==> src/isf_pkg.sv <==
// Package with register offsets, bit positions and reset values for the status block.
package isf_pkg;
  localparam logic [3:0]  STAT_ADDR     = 4'h0;
  localparam logic [3:0]  CTRL_ADDR     = 4'h4;
  localparam int          ACK_BIT       = 15;
  localparam int          TXP_BIT       = 14;
  localparam int          BCL_BIT       = 10;
  localparam int          GC_BIT        = 9;
  localparam int          TEN_BIT       = 8;
  localparam int          WCOL_BIT      = 7;
  localparam int          OVF_BIT       = 6;
  localparam int          DA_BIT        = 5;
  localparam int          STOP_BIT      = 4;
  localparam int          START_BIT     = 3;
  localparam int          RW_BIT        = 2;
  localparam int          RXF_BIT       = 1;
  localparam int          TXF_BIT       = 0;
  localparam int          CTRL_ON_BIT   = 0;
  localparam logic [31:0] STAT_RESET    = 32'h0000_0000;
  localparam logic [31:0] STAT_IMPL     = 32'h0000_C7FF;
endpackage

==> src/isf_status.sv <==
// Status-flag logic of a two-wire bus controller with a plain register port.
// Summary of operation
// - As master transmitter the ack flag is updated at the end of the ack slot: 1 for no ack, 0 for ack.
// - The transmit-in-progress flag rises when a master send starts and clears at the end of the slave ack.
// - The bus-collision flag sets on a collision and clears only when the module is turned off and on again.
// - The general-call flag sets on a general call address match and clears at a stop condition.
// - The ten-bit flag sets when the second ten-bit address byte matches and clears at a stop condition.
// - A transmit buffer write while busy fails and sets the write-collision flag, cleared only by software.
// - Moving a received byte into a still-full receive buffer sets the overflow flag, cleared by software.
// - In slave mode an own address match clears the data-or-address flag and a data byte sets it.
// - The upper sixteen bits and bits thirteen to eleven of the status register read as zero.
//
// The strobed register port and the register addresses are this design's own decisions.
module isf_status
  import isf_pkg::*;
(
  input  wire logic        mclk_i,
  input  wire logic        rst_i,
  input  wire logic [3:0]  addr_i,
  input  wire logic [31:0] wdata_i,
  input  wire logic        wr_i,
  input  wire logic        rd_i,
  output logic      [31:0] rdata_o,
  input  wire logic        ack_slot_end_i,
  input  wire logic        ack_nack_i,
  input  wire logic        master_tx_start_i,
  input  wire logic        collision_i,
  input  wire logic        gen_call_match_i,
  input  wire logic        ten_bit_match_i,
  input  wire logic        stop_det_i,
  input  wire logic        start_det_i,
  input  wire logic        own_addr_match_i,
  input  wire logic        slave_data_rx_i,
  input  wire logic        rx_move_i,
  input  wire logic        rx_dir_read_i,
  input  wire logic        busy_i,
  input  wire logic        tx_wr_i,
  input  wire logic        rx_read_i,
  input  wire logic        tx_done_i,
  output logic             on_o,
  output logic             tx_accept_o
);
  logic        ack_q, txp_q, bcl_q, gc_q, ten_q, wcol_q, ovf_q, da_q;
  logic        stop_q, start_q, rw_q, rxf_q, txf_q, on_q;
  logic [31:0] rdata_q;
  logic [31:0] stat_w;
  logic        wr_stat_w, wr_ctrl_w, on_rise_w, wcol_ev_w, ovf_ev_w;

  assign wr_stat_w = wr_i && (addr_i == STAT_ADDR);
  assign wr_ctrl_w = wr_i && (addr_i == CTRL_ADDR);
  assign on_rise_w = wr_ctrl_w && wdata_i[CTRL_ON_BIT] && !on_q;
  assign wcol_ev_w = tx_wr_i && (busy_i || txf_q);
  assign ovf_ev_w  = rx_move_i && rxf_q && !rx_read_i;
  assign tx_accept_o = tx_wr_i && !wcol_ev_w;
  assign on_o = on_q;

  always_comb begin
    stat_w = STAT_RESET;
    stat_w[ACK_BIT]   = ack_q;
    stat_w[TXP_BIT]   = txp_q;
    stat_w[BCL_BIT]   = bcl_q;
    stat_w[GC_BIT]    = gc_q;
    stat_w[TEN_BIT]   = ten_q;
    stat_w[WCOL_BIT]  = wcol_q;
    stat_w[OVF_BIT]   = ovf_q;
    stat_w[DA_BIT]    = da_q;
    stat_w[STOP_BIT]  = stop_q;
    stat_w[START_BIT] = start_q;
    stat_w[RW_BIT]    = rw_q;
    stat_w[RXF_BIT]   = rxf_q;
    stat_w[TXF_BIT]   = txf_q;
    stat_w = stat_w & STAT_IMPL;
  end

  always_ff @(posedge mclk_i) begin
    if (rst_i) begin
      ack_q <= 1'b0;
      txp_q <= 1'b0;
      bcl_q <= 1'b0;
      gc_q <= 1'b0;
      ten_q <= 1'b0;
      wcol_q <= 1'b0;
      ovf_q <= 1'b0;
      da_q <= 1'b0;
      stop_q <= 1'b0;
      start_q <= 1'b0;
      rw_q <= 1'b0;
      rxf_q <= 1'b0;
      txf_q <= 1'b0;
      on_q <= 1'b0;
      rdata_q <= 32'h0000_0000;
    end else begin
      rdata_q <= 32'h0000_0000;
      if (rd_i && addr_i == STAT_ADDR) begin
        rdata_q <= stat_w;
      end else if (rd_i && addr_i == CTRL_ADDR) begin
        rdata_q <= {31'h0000_0000, on_q};
      end
      if (wr_ctrl_w) begin
        on_q <= wdata_i[CTRL_ON_BIT];
      end
      if (ack_slot_end_i && txp_q) begin
        ack_q <= ack_nack_i;
      end
      if (master_tx_start_i) begin
        txp_q <= 1'b1;
      end else if (ack_slot_end_i) begin
        txp_q <= 1'b0;
      end
      // Collision is only released by an off-to-on transition of the module.
      if (collision_i) begin
        bcl_q <= 1'b1;
      end else if (on_rise_w) begin
        bcl_q <= 1'b0;
      end
      if (gen_call_match_i) begin
        gc_q <= 1'b1;
      end else if (stop_det_i) begin
        gc_q <= 1'b0;
      end
      if (ten_bit_match_i) begin
        ten_q <= 1'b1;
      end else if (stop_det_i) begin
        ten_q <= 1'b0;
      end
      // Hardware set wins over a software clear in the same cycle.
      if (wcol_ev_w) begin
        wcol_q <= 1'b1;
      end else if (wr_stat_w && !wdata_i[WCOL_BIT]) begin
        wcol_q <= 1'b0;
      end
      if (ovf_ev_w) begin
        ovf_q <= 1'b1;
      end else if (wr_stat_w && !wdata_i[OVF_BIT]) begin
        ovf_q <= 1'b0;
      end
      if (slave_data_rx_i) begin
        da_q <= 1'b1;
      end else if (own_addr_match_i) begin
        da_q <= 1'b0;
      end
      if (stop_det_i) begin
        stop_q <= 1'b1;
        start_q <= 1'b0;
      end else if (start_det_i) begin
        start_q <= 1'b1;
        stop_q <= 1'b0;
      end
      if (own_addr_match_i) begin
        rw_q <= rx_dir_read_i;
      end
      if (rx_move_i && !rxf_q) begin
        rxf_q <= 1'b1;
      end else if (rx_read_i) begin
        rxf_q <= rx_move_i;
      end
      if (tx_accept_o) begin
        txf_q <= 1'b1;
      end else if (tx_done_i) begin
        txf_q <= 1'b0;
      end
    end
  end

  assign rdata_o = rdata_q;
endmodule

==> config.mk <==
export PLATFORM = sky130hd
export DESIGN_NAME = isf_status
export DESIGN_NICKNAME = d
export VERILOG_FILES = /design/src/isf_pkg.sv /design/src/isf_status.sv
export SDC_FILE = /design/constraint.sdc
export NUM_CORES = 1
export LEC_CHECK = 0
export ABC_AREA = 1
export BUFFER_PORTS_ARGS = -buffer_cell sky130_fd_sc_hd__buf_2
export CAP_MARGIN = 30
export CELL_PAD_IN_SITES_DETAIL_PLACEMENT = 0
export CELL_PAD_IN_SITES_GLOBAL_PLACEMENT = 2
export CORE_UTILIZATION = 17
export CTS_CLUSTER_DIAMETER = 30
export DETAILED_ROUTE_END_ITERATION = 6
export PLACE_DENSITY = 0.79
export SYNTH_ARGS = -nofsm -noshare
export SYNTH_HDL_FRONTEND = slang
export SYNTH_SLANG_ARGS = --single-unit
==> constraint.sdc <==
create_clock -name mclk_i -period 0.8 [get_ports mclk_i]
set_input_delay 0.16 -clock mclk_i [delete_from_list [all_inputs] [get_ports mclk_i]]
set_output_delay 0.16 -clock mclk_i [all_outputs]
set_load 0.1 [all_outputs]
* Word-level counts from Yosys, hierarchy flattened *
Cells that the tools add are included.

cells by class
  add/subtract/negate cells = 0
  multiply operators = 0
  divide/modulo/power cells = 0
  magnitude comparators = 0
  equal/unequal tests = 1
  shift-type cells = 0
  mux-type cells = 21
  bitwise logic cells = 0
  reduce and logical (&&, ||, !) cells = 34

operators with widths
  kind                                            number
  two-way mux 1 bit                               20
  nonzero test 2 bit                              10
  two-way mux 16 bit                              1
  logical AND 1 bit                               14
  logical NOT 1 bit                               6
  == test 4 x 3 -> 1 bit (second input constant)  1
  logical NOT 4 bit                               1
  OR reduction 2 bit                              2
  logical OR 1 bit                                1

storage, ports and cells
  register bits = 46
  latch bits = 0
  RAM bits = 0
  memory bits (read-only) = 0
  input bits = 56
  memories kept = 0

* Depth between registers and ports, before layout *
  word-level depth = 6
  depth in mapped cells = 8
  gate-level depth less buffers = 7

* Worst setup path before layout *
Ideal clock, no wire load.

  path kind = flip-flop to flip-flop
  start point = register on_q (netlist: on_o)
  end point = register bcl_q
  arrival time = 1.294 ns
  path slack = -0.565 ns
  cell stages (with the launch flop) = 5
  cells stage by stage = dfxtp_1 > inv_1 > nand4_1 > nand2_1 > a21oi_1

on the way
  longest elaborated chain between the ends = 3

ends and longest elaborated chain
  what                          line               text
  start, declared               isf_status.sv:44   logic stop_q, start_q, rw_q, rxf_q, txf_q, on_q;
  start signal, assigned        isf_status.sv:100  on_q <= wdata_i[CTRL_ON_BIT];
  logical NOT 1 bit             isf_status.sv:51   assign on_rise_w = wr_ctrl_w && wdata_i[CTRL_ON_BIT] && !on_q;
  logical AND 1 bit             isf_status.sv:51
  nonzero test 2 bit (no line)  -
  end signal, assigned          isf_status.sv:79   bcl_q <= 1'b0;
  end signal, assigned          isf_status.sv:112  bcl_q <= 1'b1;
  end signal, assigned          isf_status.sv:114  bcl_q <= 1'b0;
  end, declared                 isf_status.sv:43   logic ack_q, txp_q, bcl_q, gc_q, ten_q, wcol_q, ovf_q, da_q;

Every way passes these cells.
A chain may end at the register's enable or synchronous reset.

* Worst setup path in the final report *
  start point = register txf_q
  end point = output port tx_accept_o

on the way
  longest elaborated chain between the ends = 4

ends and longest elaborated chain
  what                    line               text
  start, declared         isf_status.sv:44
  start signal, assigned  isf_status.sv:89   txf_q <= 1'b0;
  start signal, assigned  isf_status.sv:158  txf_q <= 1'b1;
  start signal, assigned  isf_status.sv:160  txf_q <= 1'b0;
  logical OR 1 bit        isf_status.sv:52   assign wcol_ev_w = tx_wr_i && (busy_i || txf_q);
  logical AND 1 bit       isf_status.sv:52
  logical NOT 1 bit       isf_status.sv:54   assign tx_accept_o = tx_wr_i && !wcol_ev_w;
  logical AND 1 bit       isf_status.sv:54
  end, declared           isf_status.sv:41   output logic tx_accept_o

Every way passes these cells.

==> reports/results.txt <==
outcome: finished, violations left
failing checks: design-rule violations, negative setup slack
vias in the first global route: 834
Ys Warns: 0
GRT met2 Usage: 0.116
Most Crowded Layer GR: met2
CTS tree: done
CP Data Required Time: 640 ps
All-Layer GR Usage: 0.0689
first drt pass iteration count: 7
post-synthesis cell count: 135
Die X: 84.6 um
num ports: 90
slowest stage delay, CP: 340 ps
routability cong.: 0.667
Worst-Skew Late Latency: 270 ps
grt ovf: 0
R2R depth: 6
Worst Hold Class: input port to flop
worst slack at placement: -161 ps
leakage power total: 0.794 nW
Post-route DRC: 5
fin crit share: 1.51
routing usage on met3: 0.0216
routed length per instance: 8.82 um
post-layout util: 0.279
share of layout cells above drive strength 1: 0.513
critical path startpoint category: flop
I/O Buffers: 41
DP HPWL: 1820 um
post-route setup slack: -405 ps
Yosys top cell area share: 0.466
routed vias/inst: 3.34
largest net degree at the start of global routing: 16
synth-to-layout area growth: 55.4%
initial drt markers: 21
largest area contributor in the netlist: dfxtp_1
# rows: 29
Setup CP Type: flop to output pin
Hold Path Cell Cnt: 3
CP arrival: 1040 ps
Slowest cell on crit path: dfxtp_2
CP Max Fanout: 2
crit path cell chain: nor2_2, nand2_2, clkinvlp_4, buf_12
Fin Hold WS: 92.3 ps
Clock Tree Buf Depth: 2
Tmin final: 1200 ps
Syn Std Cell Area: 0.00116 mm^2
final wirelength: 2350 um
Die Ht: 84.6 um
Fin. Hold Viols: 0
Max-cap violations: 0
via count: 888
syn avg cell area: 8.59 um^2
RSZ-0062 raised after global routing: true
FMAX: 830 MHz
post-synth cell types: 17
IR drop worst, VDD: 0.555 mV
register bit total from synthesis: 27
Initial Util: 0.180
htree depth: 1
initial antenna violation count: 0
Final Max Tran Viols: 0
number of diodes: 0
sequential share of the synthesized area: 0.466
Root Driver: clkbuf_8
first-pass GRT wire length: 3740 um
Pwr Density: 1610 mW/mm^2
sink count of the clock tree: 27
Num CTS Buffers: 3
setup violators final: 17
synth top area cells: dfxtp_1, buf_4, nor2_4
skew final: 8.36 ps
CTS clk-pin slew, worst paths: 100 ps
total die area: 0.00716 mm^2
CP Capture Type: output pin
# nets final: 246
met1 usage: 0.0813
antenna-violating nets left: 0
total core area: 0.00646 mm^2
hold buffers post-CTS: 0
-- worst paths after layout --
| path | startpoint | to | slack (ps) |
|---|---|---|---|
| setup / recovery | txf_q | tx_accept_o | -400 |
| setup reg to reg | txf_q | txf_q | -220 |
| hold reg to reg | rxf_q | rdata_o[1] | 450 |
| hold / removal | gen_call_match_i | gc_q | 90 |
-- Yosys cell counts --
library cell / number
inv_1: 23
buf_4: 19
nand3_1: 4
nor2_1: 9
a21oi_1: 11
nand4_1: 1
conb_1: 1
nor2_2: 1
nand2_1: 13
clkbuf_1: 1
nor2_4: 11
inv_2: 3
buf_12: 1
o21ai_0: 8
nand2_4: 1
nand2_2: 1
dfxtp_1: 27
-- routing by layer --
metal	part of all wire	vias to the layer above
met5	0	-
met4	0.0098	0
met3	0.082	2
met2	0.45	42
met1	0.45	372
li1	-	472
-- critical path: cells and delay by family (launching register included) --
| family | cells | cell delay, ps |
|---|---|---|
| simple gates | 2 | 180 |
| flops | 1 | 340 |
| buf+inv | 2 | 250 |
-- registers in the layout (all words and copies together) (netlist names) --
name,count
ten_q,1
txp_q,1
stop_q,1
ovf_q,1
rxf_q,1
on_o,1
bcl_q,1
wcol_q,1
ack_q,1
start_q,1
da_q,1
rw_q,1
gc_q,1
txf_q,1
rdata_o,13
-- cell families (layout without fill, tap and decap cells) --
| family | count (synthesis) | count (layout) | synth area share |
|---|---|---|---|
| AOI/OAI and AO/OA | 19 | 19 | 0.0820 |
| buffers and inverters | 47 | 83 | 0.228 |
| DFF | 27 | 27 | 0.466 |
| other | 1 | 19 | 0.00323 |
| and+or+nand+nor | 41 | 41 | 0.221 |
-- cell type report --
class / count / area, um^2
clock buffer: 3 / 41.3
clock inverter: 1 / 5.00
fill: 669 / 4660
inverter: 26 / 101
multi-input combinational: 79 / 444
sequential: 27 / 562
tap: 77 / 96.3
timing repair buffer: 53 / 553
-- report_power, final --
part | total [mW] | internal, mW | leakage (nW) | switching (mW)
clock network | 0.786 | 0.349 | 0.0255 | 0.437
logic | 0.718 | 0.146 | 0.540 | 0.572
registers | 1.40 | 1.39 | 0.229 | 0.0189
-- metrics by stage --
step	std cells	instance area [um^2]	power (mW)	setup TNS [ps]
2_1_floorplan	153	1260	2.06	-327
3_3_place_gp	259	1710	2.13	-2270
3_5_place_dp	259	1710	2.13	-2440
4_1_cts	265	1780	2.93	-2910
5_1_grt	266	1800	3.04	-3400
6_report	266	1800	2.91	-2780
-- timing repair --
action | 4_1_cts | 5_1_grt
gates resized for setup | 2 | 7
pin swaps | 1 | 5
buffers inserted | 2 | 1
endpoints found under the setup margin | 17 | 19
-- layout by cell type (no fill, tap or decap), drive strengths merged --
master	n
a21oi	11
buf	53
clkbuf	3
clkinv	1
clkinvlp	1
conb	19
dfxtp	27
inv	25
nand2	15
nand3	4
nand4	1
nor2	21
o21ai	8
No activity file was read; power rests on OpenSTA's default activity.
